### src/logic/artc_pkg.sv
// Package: register map, field positions and constants of the result transfer controller
package artc_pkg;
  // ==========================================================================
  // Register byte offsets (APB, one aligned word each)
  localparam logic [7:0] ARTC_OFS_CONTROL = 8'h00;
  localparam logic [7:0] ARTC_OFS_COUNT = 8'h04;
  localparam logic [7:0] ARTC_OFS_START = 8'h08;
  localparam logic [7:0] ARTC_OFS_STATUS = 8'h0c;
  localparam logic [7:0] ARTC_OFS_MASK = 8'h10;
  localparam logic [7:0] ARTC_OFS_ADDR = 8'h14;
  // ==========================================================================
  // Control register fields
  localparam int ARTC_BIT_FETCH = 0;
  localparam int ARTC_BIT_FILLED = 1;
  localparam int ARTC_BIT_CONT = 2;
  localparam int ARTC_BIT_TWO = 3;
  localparam int ARTC_CTRL_W = 4;
  // ==========================================================================
  // Interrupt status bits
  localparam int ARTC_IRQ_BLOCK = 0;
  localparam int ARTC_IRQ_DONE = 1;
  localparam int ARTC_IRQ_W = 2;
  // ==========================================================================
  // Widths, reset values and address step
  localparam int ARTC_COUNT_W = 8;
  localparam int ARTC_ADDR_W = 16;
  localparam logic [15:0] ARTC_ADDR_STEP = 16'h0002;
  localparam logic [7:0] ARTC_COUNT_RST = 8'h00;
  localparam logic [15:0] ARTC_ADDR_RST = 16'h0000;
  // ==========================================================================
  // Engine states
  typedef enum logic [2:0] {
    ARTC_IDLE = 3'b001,
    ARTC_WAIT = 3'b010,
    ARTC_WRITE = 3'b100
  } artc_state_t;
endpackage : artc_pkg

### src/logic/artc_apb_regs.sv
// APB slave holding the software-visible registers
`timescale 1ns/10ps
module artc_apb_regs
  import artc_pkg::*;
(
  input wire logic mclk,
  input wire logic reset,
  input wire logic psel,
  input wire logic penable,
  input wire logic pwrite,
  input wire logic [7:0] paddr,
  input wire logic [31:0] pwdata,
  output logic [31:0] prdata,
  output logic pready,
  output logic pslverr,
  input wire logic filled_block_indicator,
  input wire logic [ARTC_ADDR_W-1:0] current_address,
  input wire logic [ARTC_IRQ_W-1:0] irq_event,
  output logic two_block,
  output logic continuous_transfer,
  output logic fetch_control,
  output logic [ARTC_COUNT_W-1:0] transfer_count,
  output logic [ARTC_ADDR_W-1:0] transfer_start_address,
  output logic start_written,
  output logic irq
);
  // ==========================================================================
  // Decode
  logic [ARTC_IRQ_W-1:0] status;
  logic [ARTC_IRQ_W-1:0] mask;
  wire access = psel && penable;
  wire wr = access && pwrite;
  wire hit_ctrl = paddr == ARTC_OFS_CONTROL;
  wire hit_count = paddr == ARTC_OFS_COUNT;
  wire hit_start = paddr == ARTC_OFS_START;
  wire hit_status = paddr == ARTC_OFS_STATUS;
  wire hit_mask = paddr == ARTC_OFS_MASK;
  wire hit_addr = paddr == ARTC_OFS_ADDR;
  wire mapped = hit_ctrl | hit_count | hit_start | hit_status | hit_mask | hit_addr;
  wire [ARTC_CTRL_W-1:0] ctrl_view = {two_block, continuous_transfer,
                                      filled_block_indicator, fetch_control};
  wire [ARTC_IRQ_W-1:0] next_status = irq_event | (status & ~(wr && hit_status ?
                                      pwdata[ARTC_IRQ_W-1:0] : '0));
  assign pready = 1'b1;
  assign pslverr = access && !mapped;
  assign start_written = wr && hit_start;
  assign irq = |(status & mask);
  // Upper control bits read as zero
  assign prdata = hit_ctrl ? {28'h0000000, ctrl_view} :
                  hit_count ? {24'h000000, transfer_count} :
                  hit_start ? {16'h0000, transfer_start_address} :
                  hit_status ? {30'h0, status} :
                  hit_mask ? {30'h0, mask} :
                  hit_addr ? {16'h0000, current_address} : 32'h00000000;
  // ==========================================================================
  // Registers
  always_ff @(posedge mclk) begin
    if (reset) begin
      two_block <= 1'b0;
      continuous_transfer <= 1'b0;
      fetch_control <= 1'b0;
      transfer_count <= ARTC_COUNT_RST;
      transfer_start_address <= ARTC_ADDR_RST;
      status <= '0;
      mask <= '0;
    end else begin
      status <= next_status;
      if (wr && hit_ctrl) begin
        two_block <= pwdata[ARTC_BIT_TWO];
        continuous_transfer <= pwdata[ARTC_BIT_CONT];
        fetch_control <= pwdata[ARTC_BIT_FETCH];
      end
      if (wr && hit_count) begin
        transfer_count <= pwdata[ARTC_COUNT_W-1:0];
      end
      if (start_written) begin
        transfer_start_address <= {pwdata[ARTC_ADDR_W-1:1], 1'b0};
      end
      if (wr && hit_mask) begin
        mask <= pwdata[ARTC_IRQ_W-1:0];
      end
    end
  end
endmodule : artc_apb_regs

### src/logic/artc_mem_port.sv
// Memory write port: holds one result word until memory accepts it
`timescale 1ns/10ps
module artc_mem_port
  import artc_pkg::*;
#(
  parameter int DATA_W = 16
)
(
  input wire logic mclk,
  input wire logic reset,
  input wire logic load,
  input wire logic [ARTC_ADDR_W-1:0] load_addr,
  input wire logic [DATA_W-1:0] load_data,
  output logic busy,
  output logic mem_wr_valid,
  output logic [ARTC_ADDR_W-1:0] mem_wr_addr,
  output logic [DATA_W-1:0] mem_wr_data,
  input wire logic mem_wr_ready
);
  // ==========================================================================
  // Holding register
  wire accepted = mem_wr_valid && mem_wr_ready;
  assign busy = mem_wr_valid && !mem_wr_ready;
  always_ff @(posedge mclk) begin
    if (reset) begin
      mem_wr_valid <= 1'b0;
      mem_wr_addr <= ARTC_ADDR_RST;
      mem_wr_data <= '0;
    end else if (load) begin
      mem_wr_valid <= 1'b1;
      mem_wr_addr <= load_addr;
      mem_wr_data <= load_data;
    end else if (accepted) begin
      mem_wr_valid <= 1'b0;
    end
  end
endmodule : artc_mem_port

### src/logic/artc_top.sv
// Top: conversion result transfer controller with APB registers
//
// Functional notes
// - Control register bits 7 to 4 read as zero and do nothing.
// - Without continuous mode, transfer stops after one block, or two in two-block mode.
// - In continuous mode transfer runs until continuous is cleared or the count is written to zero; a start rewrite restarts it.
// - In two-block mode the filled-block bit is 1 for block one and 0 for block two.
// - The filled-block bit means something only after the first block flag, in two-block mode.
// - The count register sets transfers per block; zero disables the controller.
// - The first transfer goes to the start address.
// - Transfers begin only after the start address register is written.
// - Start address bit 0 always reads zero.
// - While active, the completion flag rises per block, not per conversion.
`timescale 1ns/10ps
module artc_top
  import artc_pkg::*;
#(
  parameter int DATA_W = 16
)
(
  input wire logic mclk,
  input wire logic reset,
  input wire logic psel,
  input wire logic penable,
  input wire logic pwrite,
  input wire logic [7:0] paddr,
  input wire logic [31:0] pwdata,
  output logic [31:0] prdata,
  output logic pready,
  output logic pslverr,
  input wire logic result_valid,
  input wire logic [DATA_W-1:0] result_data,
  output logic conversion_done_flag,
  input wire logic conversion_done_clear,
  output logic mem_wr_valid,
  output logic [ARTC_ADDR_W-1:0] mem_wr_addr,
  output logic [DATA_W-1:0] mem_wr_data,
  input wire logic mem_wr_ready,
  output logic active,
  output logic irq
);
  // ==========================================================================
  // Declarations
  artc_state_t state;
  artc_state_t next_state;
  logic two_block;
  logic continuous_transfer;
  logic fetch_control;
  logic [ARTC_COUNT_W-1:0] transfer_count;
  logic [ARTC_ADDR_W-1:0] transfer_start_address;
  logic start_written;
  logic [ARTC_ADDR_W-1:0] cur_addr;
  logic [ARTC_COUNT_W-1:0] xfer_left;
  logic second_block;
  logic filled_block_indicator;
  logic [DATA_W-1:0] held_result;
  logic port_busy;
  logic load;
  logic block_end;
  logic session_end;
  logic [ARTC_IRQ_W-1:0] irq_event;
  // ==========================================================================
  // Registers
  artc_apb_regs u_regs (
    .mclk(mclk),
    .reset(reset),
    .psel(psel),
    .penable(penable),
    .pwrite(pwrite),
    .paddr(paddr),
    .pwdata(pwdata),
    .prdata(prdata),
    .pready(pready),
    .pslverr(pslverr),
    .filled_block_indicator(filled_block_indicator),
    .current_address(cur_addr),
    .irq_event(irq_event),
    .two_block(two_block),
    .continuous_transfer(continuous_transfer),
    .fetch_control(fetch_control),
    .transfer_count(transfer_count),
    .transfer_start_address(transfer_start_address),
    .start_written(start_written),
    .irq(irq)
  );
  // ==========================================================================
  // Memory port
  artc_mem_port #(
    .DATA_W(DATA_W)
  ) u_port (
    .mclk(mclk),
    .reset(reset),
    .load(load),
    .load_addr(cur_addr),
    .load_data(held_result),
    .busy(port_busy),
    .mem_wr_valid(mem_wr_valid),
    .mem_wr_addr(mem_wr_addr),
    .mem_wr_data(mem_wr_data),
    .mem_wr_ready(mem_wr_ready)
  );
  // ==========================================================================
  // Control decode
  // A zero count disables the controller outright
  wire enabled = transfer_count != ARTC_COUNT_RST;
  wire [ARTC_COUNT_W-1:0] one = ARTC_COUNT_W'(1);
  assign active = state != ARTC_IDLE;
  // Write issued only once the previous word has left the port
  assign load = state == ARTC_WRITE && !port_busy;
  assign block_end = load && xfer_left == one;
  // One-shot ends after one block, or after the second in two-block mode
  assign session_end = block_end && !continuous_transfer && (!two_block || second_block);
  assign irq_event[ARTC_IRQ_BLOCK] = block_end;
  assign irq_event[ARTC_IRQ_DONE] = session_end;
  // Stop conditions: disabled count, or two-block cleared with continuous off while block two is pending
  wire halt = !enabled || (state != ARTC_IDLE && !continuous_transfer && !two_block
                           && second_block);
  // ==========================================================================
  // Next state
  always_comb begin
    next_state = state;
    case (state)
      ARTC_IDLE: begin
        // Only a start address write arms the engine
        if (start_written && enabled) begin
          next_state = ARTC_WAIT;
        end
      end
      ARTC_WAIT: begin
        if (start_written) begin
          next_state = enabled ? ARTC_WAIT : ARTC_IDLE;
        end else if (halt) begin
          next_state = ARTC_IDLE;
        end else if (result_valid) begin
          next_state = ARTC_WRITE;
        end
      end
      ARTC_WRITE: begin
        if (start_written) begin
          // A new start address restarts the engine, as it does while waiting
          next_state = enabled ? ARTC_WAIT : ARTC_IDLE;
        end else if (load) begin
          next_state = session_end ? ARTC_IDLE : ARTC_WAIT;
        end
      end
      default: begin
        next_state = ARTC_IDLE;
      end
    endcase
  end
  // ==========================================================================
  // Engine
  always_ff @(posedge mclk) begin
    if (reset) begin
      state <= ARTC_IDLE;
    end else begin
      state <= next_state;
    end
  end
  // Clearing continuous mid-run finishes the block in progress, and block two if pending, then stops; the
  // halt term above stops at the next wait when two-block is cleared during block two.
  always_ff @(posedge mclk) begin
    if (reset) begin
      cur_addr <= ARTC_ADDR_RST;
      xfer_left <= ARTC_COUNT_RST;
      second_block <= 1'b0;
      held_result <= '0;
    end else if (start_written) begin
      cur_addr <= {pwdata[ARTC_ADDR_W-1:1], 1'b0};
      xfer_left <= transfer_count;
      second_block <= 1'b0;
    end else begin
      if (state == ARTC_WAIT && result_valid) begin
        held_result <= result_data;
      end
      if (load) begin
        if (block_end) begin
          xfer_left <= transfer_count;
          // Block two follows block one; wrap to the start afterwards
          if (two_block && !second_block) begin
            second_block <= 1'b1;
            cur_addr <= cur_addr + ARTC_ADDR_STEP;
          end else begin
            second_block <= 1'b0;
            cur_addr <= transfer_start_address;
          end
        end else begin
          xfer_left <= xfer_left - one;
          cur_addr <= cur_addr + ARTC_ADDR_STEP;
        end
      end
    end
  end
  // ==========================================================================
  // Completion flag and filled-block indicator
  always_ff @(posedge mclk) begin
    if (reset) begin
      conversion_done_flag <= 1'b0;
      filled_block_indicator <= 1'b0;
    end else begin
      // Set per block, and set wins over a clear in the same cycle
      if (block_end) begin
        conversion_done_flag <= 1'b1;
      end else if (conversion_done_clear) begin
        conversion_done_flag <= 1'b0;
      end
      // Meaningful only in two-block mode after the first block flag
      if (start_written) begin
        filled_block_indicator <= 1'b0;
      end else if (block_end && two_block) begin
        filled_block_indicator <= !second_block;
      end
    end
  end
endmodule : artc_top

### config.mk
export PLATFORM = sky130hd
export DESIGN_NAME = artc_top
export DESIGN_NICKNAME = d
export VERILOG_FILES = /design/src/logic/artc_pkg.sv /design/src/logic/artc_apb_regs.sv /design/src/logic/artc_mem_port.sv /design/src/logic/artc_top.sv
export SDC_FILE = /design/constraint.sdc
export NUM_CORES = 1
export LEC_CHECK = 0
export ABC_AREA = 1
export ABC_CLOCK_PERIOD_IN_PS = 2500
export BUFFER_PORTS_ARGS = -buffer_cell sky130_fd_sc_hd__buf_2
export CAP_MARGIN = 40
export CORE_ASPECT_RATIO = 0.9
export CORE_UTILIZATION = 30
export DETAILED_ROUTE_END_ITERATION = 8
export GPL_ROUTABILITY_DRIVEN = 0
export GPL_TIMING_DRIVEN = 1
export HOLD_SLACK_MARGIN = 0.03
export PLACE_DENSITY = 0.53
export SYNTH_ARGS = -nofsm -noshare
export SYNTH_HDL_FRONTEND = slang
export SYNTH_SLANG_ARGS = --single-unit
### constraint.sdc
create_clock -name mclk -period 2.5 [get_ports mclk]
set_input_delay 0.75 -clock mclk [delete_from_list [all_inputs] [get_ports mclk]]
set_output_delay 0.75 -clock mclk [all_outputs]
set_load 0.02 [all_outputs]
After elaboration in Yosys (flattened, before gate mapping)
Index checks and enable logic that the tools add are counted.
- register bits after elaboration: 109
- bits of input ports: 64
- output and inout port bits: 70
- add/subtract/negate cells: 2
- equal/unequal tests: 13
- mux-type cells: 28
- bitwise gates (word level): 10
- reduce and logical (&&, ||, !) cells: 40
- operators with widths (cell ; number):
    $mux W32 ; 5
    $mux W16 ; 5
    $mux W8 ; 3
    $logic_and A1 B1 Y1 ; 21
    $mux W3 ; 6
    $add A16 B2 Y16 const B ; 1
    $eq A8 B4 Y1 const B ; 2
    $eq A8 B5 Y1 const B ; 2
    $pmux W3 S3 ; 1
    $eq A8 B1 Y1 const B ; 1
    $eq A8 B3 Y1 const B ; 1
    $logic_not A8 Y1 ; 1
    $reduce_bool A8 Y1 ; 1
    $sub A8 B1 Y8 const B ; 1
    $logic_not A1 Y1 ; 7
    $mux W2 ; 3
    $reduce_bool A2 Y1 ; 3
    $mux W1 ; 5
    $or A1 B1 Y1 ; 5
    $and A2 B2 Y2 ; 2
    $ne A4 B4 Y1 const B ; 1
    $reduce_and A2 Y1 ; 2
    $reduce_or A2 Y1 ; 2
    $eq A3 B1 Y1 const B ; 1
    10 further kinds ; 11

Depth between registers and ports, before layout
- word-level depth: 11
- mapped depth: 11
- depth with buffers taken out: 11

Cells and area by module
From an unflattened synthesis, not the netlist that was laid out.
- cells, all modules: 812
- area, all modules: 5600.4 µm²
- by module, submodules not included (module ; instances ; cells each ; area each (µm²)):
    artc_top ; 1 ; 401 ; 2647.5
    artc_apb_regs ; 1 ; 267 ; 1796.7
    artc_mem_port ; 1 ; 144 ; 1156.1

Least setup slack after synthesis
Ideal clock, no wire load.
- path type: input-to-output
- start point: in paddr[4]
- end point: out pslverr
- arrival: 2.124 ns
- data required time: 1.750 ns
- slack: -0.374 ns
- cell stages on the path: 4
- path through: inv_1 nand3_4 nor2_2 a2111oi_0
- word-level cells in the longest chain between the ends: 8
- elaborated cells between the ends (all ways): 13
- ends and longest elaborated chain (item ; RTL line ; text):
    start: declaration ; artc_top.sv:26 ; input wire logic [7:0] paddr,
    $eq A8 B3 Y1 / $logic_not A8 Y1 (equally long branches) ; artc_apb_regs.sv:34, artc_apb_regs.sv:33 ;
    $or A1 B1 Y1 (4 in series) ; artc_apb_regs.sv:39 ; wire mapped = hit_ctrl | hit_count | hit_start | hit_status | hit_mask | hit_addr;
    $or A1 B1 Y1 * ; artc_apb_regs.sv:39 ;
    $logic_not A1 Y1 * ; artc_apb_regs.sv:45 ; assign pslverr = access && !mapped;
    $logic_and A1 B1 Y1 * ; artc_apb_regs.sv:45 ;
    end: declaration ; artc_top.sv:30 ; output logic pslverr,
Mark *: on every way between the ends. The rest lies on a longest branch, timed or not.

Worst setup path after layout
- start point: in paddr[6]
- end point: out prdata[6]
- word-level cells in the longest chain between the ends: 7
- elaborated cells between the ends (all ways): 12
- ends and longest elaborated chain (item ; RTL line ; text):
    $eq A8 B5 Y1 ; artc_apb_regs.sv:38 ; wire hit_addr = paddr == ARTC_OFS_ADDR;
    $mux W16 ; artc_apb_regs.sv:54 ; hit_addr ? {16'h0000, current_address} : 32'h00000000;
    $mux W32 ; artc_apb_regs.sv:53 ; hit_mask ? {30'h0, mask} :
    $mux W32 ; artc_apb_regs.sv:52 ; hit_status ? {30'h0, status} :
    $mux W32 ; artc_apb_regs.sv:51 ; hit_start ? {16'h0000, transfer_start_address} :
    $mux W32 ; artc_apb_regs.sv:50 ; hit_count ? {24'h000000, transfer_count} :
    $mux W32 * ; artc_apb_regs.sv:49 ; assign prdata = hit_ctrl ? {28'h0000000, ctrl_view} :
    end: declaration ; artc_top.sv:28 ; output logic [31:0] prdata,
Marked as above.

==> results by group <==
Status
  – Outcome: complete, but fails checks
  – Failing checks: negative setup slack

STA
  – Max Slew Vio Count: 0
  – Max Freq: 0.370 GHz
  – Final WS setup: -0.205 ns
  – Worst Max-Slew Pin Slew: 0.621 ns
  – Tcrit/Tclk final: 108%
  – Final Setup Violations: 17
  – Final hold vios: 0
  – Slew HR: 58.3%
  – Worst Clk Skew: 0.00764 ns
  – Final min period: 2.71 ns
  – RSZ-0062 raised after global routing: yes

Worst setup path
  – Maximum fanout along the worst path: 6
  – Slowest CP cell: o221ai_2
  – CP startpoint: paddr[6]
  – Worst path max stage delay: 0.22 ns
  – WS Path Type: input port to primary output
  – Crit path max-delay family: buffers and inverters
  – FF-to-FF Start: cur_addr[1]
  – Crit end category: primary output
  – CP cell instances: buf_6, nor2_4, buf_4, buf_4, nand3_4, o221ai_2, o211ai_1, inv_1, buf_6
  – Startpoint Class: input port
  – CP required: 1.75 ns
  – Arrival time worst endpoint: 1.96 ns
  – Crit path buf inv count: 5

Power
  – Cell Pwr Density: 477 nW/um^2
  – Final Power: 3420 uW
  – Worst vdd ir: 0.000322 V
  – Leakage: 0.00311 uW

Yosys
  – YS warnings: 0
  – Distinct cells, synth: 39
  – Ys flop type: dfxtp_1
  – Mean post-synth cell area: 7.24 sq um
  – Top area cells in the synthesized netlist: dfxtp_1 (40%), o21ai_0 (8.5%), nor2_1 (7.2%)
  – Post-synth EDFFs: 0
  – Post-synthesis async set-or-reset flop share: 0%
  – Synthesized instance count: 758
  – Top cell type by total area after synthesis: dfxtp_1
  – Synth Cell Area: 5490 sq um
  – Post-synth top area share: 39.7%
  – Sequential fraction of the synthesis area: 39.7%
  – #FFs+latches synth: 109

Drt
  – DR pass1 iterations: 4
  – Initial detailed-routing violation count: 272
  – Remaining DRCs: 0
  – Post-route ant nets: 0
  – Vias per cell: 4.62
  – Post-Route WL: 16000 microns
  – Wirelength per Cell: 14.2 microns
  – Via count: 5204

Floorplan
  – Row cnt: 46
  – Area of the die: 18800 sq um
  – Core box area: 17800 sq um
  – Die Wd: 145 microns
  – Initial core utilization: 30.9%
  – Chip height: 130 microns
  – Io pins: 134

Clocking
  – H-tree depth: 3
  – TritonCTS Buffers: 9
  – Clk sinks: 109
  – Maximum clock path buffer count: 2
  – Clk slew on worst S/H paths: 0.07 ns
  – CTS tree: yes
  – Root buffer cell: clkbuf_16
  – Clk Latency, worst-skew pair: 0.36 ns
  – Cts hold-fix bufs: 0

Global route
  – First-pass GRT wire length: 25100 microns
  – GR Overflow Total: 0
  – Via count of the first global-routing pass: 4755
  – Global Route Usage Sum: 17.4%
  – Largest net degree at the start of global routing: 42
  – Antenna violations before repair: 0

Cells and area
  – Share of cells above drive strength 1: 27.2%
  – Diode count: 0
  – Nets: 948
  – Area delta synth->final: 30.3%
  – Final Non-Filler Cells: 1126
  – Final core occ: 40.2%

Flow run
  – MaxCap Viol Count: 0

Hold path
  – Hold_sp: conversion_done_flag
  – HP Class: flop to flop

Placed design
  – Port buffer count: 100
  – Dpl cells: 1102
  – Dpl ws: -0.304 ns
  – Final HPWL DP: 11400 microns
[per-stage QoR]
stage	instance area, sq um	setup TNS [ns]	hold WS [ns]
finish	7150	-2.29	0.473
global route	7150	-3.28	0.499
detailed placement	6400	-3.59	0.464
CTS	6890	-2.32	0.475
floorplan	5590	-0.0221	0.430
global placement	6400	-3.60	0.460
[where the power goes]
group | switching [uW] | internal (uW)
logic | 141 | 84.8
registers | 2.58 | 1740
clock network | 676 | 773
total | 820 | 2600
[cells in the final DEF, fill, tap and decap left out, drive strengths merged]
| cell | n |
|---|---|
| a2111oi | 1 |
| a211oi | 8 |
| a21oi | 56 |
| a32oi | 1 |
| buf | 146 |
| bufinv | 1 |
| clkbuf | 9 |
| clkinv | 6 |
| clkinvlp | 1 |
| conb | 17 |
| dfxtp | 109 |
| ha | 3 |
| inv | 107 |
| nand2 | 90 |
| nand3 | 36 |
| nand3b | 2 |
| nand4 | 4 |
| nor2 | 127 |
| nor3 | 9 |
| o2111ai | 1 |
| o211ai | 14 |
| o21ai | 98 |
| o221ai | 4 |
| o22ai | 22 |
| xnor2 | 5 |
| xor2 | 9 |
[metal layers]
layer / share of wire, % / up-vias / routed length (microns) / track usage (%)
met3: 5.7 / 8 / 906 / 4.66
met4: 0.66 / 0 / 105 / 4.21
met2: 43 / 123 / 6850 / 26.3
met1: 51 / 2376 / 8160 / 24.5
met5: 0 / - / 0 / 0
li1: - / 2697 / - / -
[cell families after synthesis]
kind of cell | share of synthesized area, %
AO/OA/AOI/OAI | 20.9
other | 0.137
flip-flops | 39.7
XOR/XNOR | 2.23
adder cells (fa/ha/maj) | 0.684
buffers and inverters | 13.2
AND/OR/NAND/NOR | 23.1
[layout make-up]
class	count	area, sq um
multi-input cells	507	2900
inverters	108	415
clock inverters	7	66.3
clock buffers	9	225
flip-flops and latches	109	2180
well taps	240	300
fillers	1872	10600
repair buffers	146	1060
[tightest hold or removal path, cell delays in order, from the launching register on]
cell and delay, ns:
dfxtp_1 0.31, nand2_1 0.06, a21oi_1 0.06
[sequential cells by signal, summed over array words and instances (netlist names), 3 cells and up, named ones only]
signal                         flops
cur_addr                          15
held_result                       16
state                              3
u_port.mem_wr_addr                16
u_port.mem_wr_data                16
u_regs.transfer_count              8
u_regs.transfer_start_address     15
xfer_left                          8
[repair_timing]
item / in CTS / in global routing
resized for setup: 44 / 51
cloned: 0 / 0
setup buffers: 5 / 3
pin swaps: 18 / 15
setup endpoints to repair: 17 / 17
[Yosys cell counts, types with 6 or more instances]
| cell type | instances |
|---|---|
| nor3_1 | 8 |
| nand2_1 | 85 |
| nor2_2 | 12 |
| xor2_1 | 9 |
| nor2_1 | 106 |
| clkbuf_1 | 18 |
| dfxtp_1 | 109 |
| a21oi_1 | 55 |
| buf_4 | 20 |
| o21ai_0 | 93 |
| inv_2 | 9 |
| buf_6 | 7 |
| o211ai_1 | 14 |
| a211oi_1 | 6 |
| nor2_4 | 6 |
| nand3_1 | 32 |
| inv_1 | 98 |
| o22ai_1 | 22 |
[path summary, 6_finish.rpt]
kind,end,slack (ns),cells past startpoint
max,prdata[6],-0.21,9
min reg2reg,conversion_done_flag,0.47,2
min,conversion_done_flag,0.47,2
max reg2reg,cur_addr[12],0.69,8
Power figures use the tool's default switching activity.
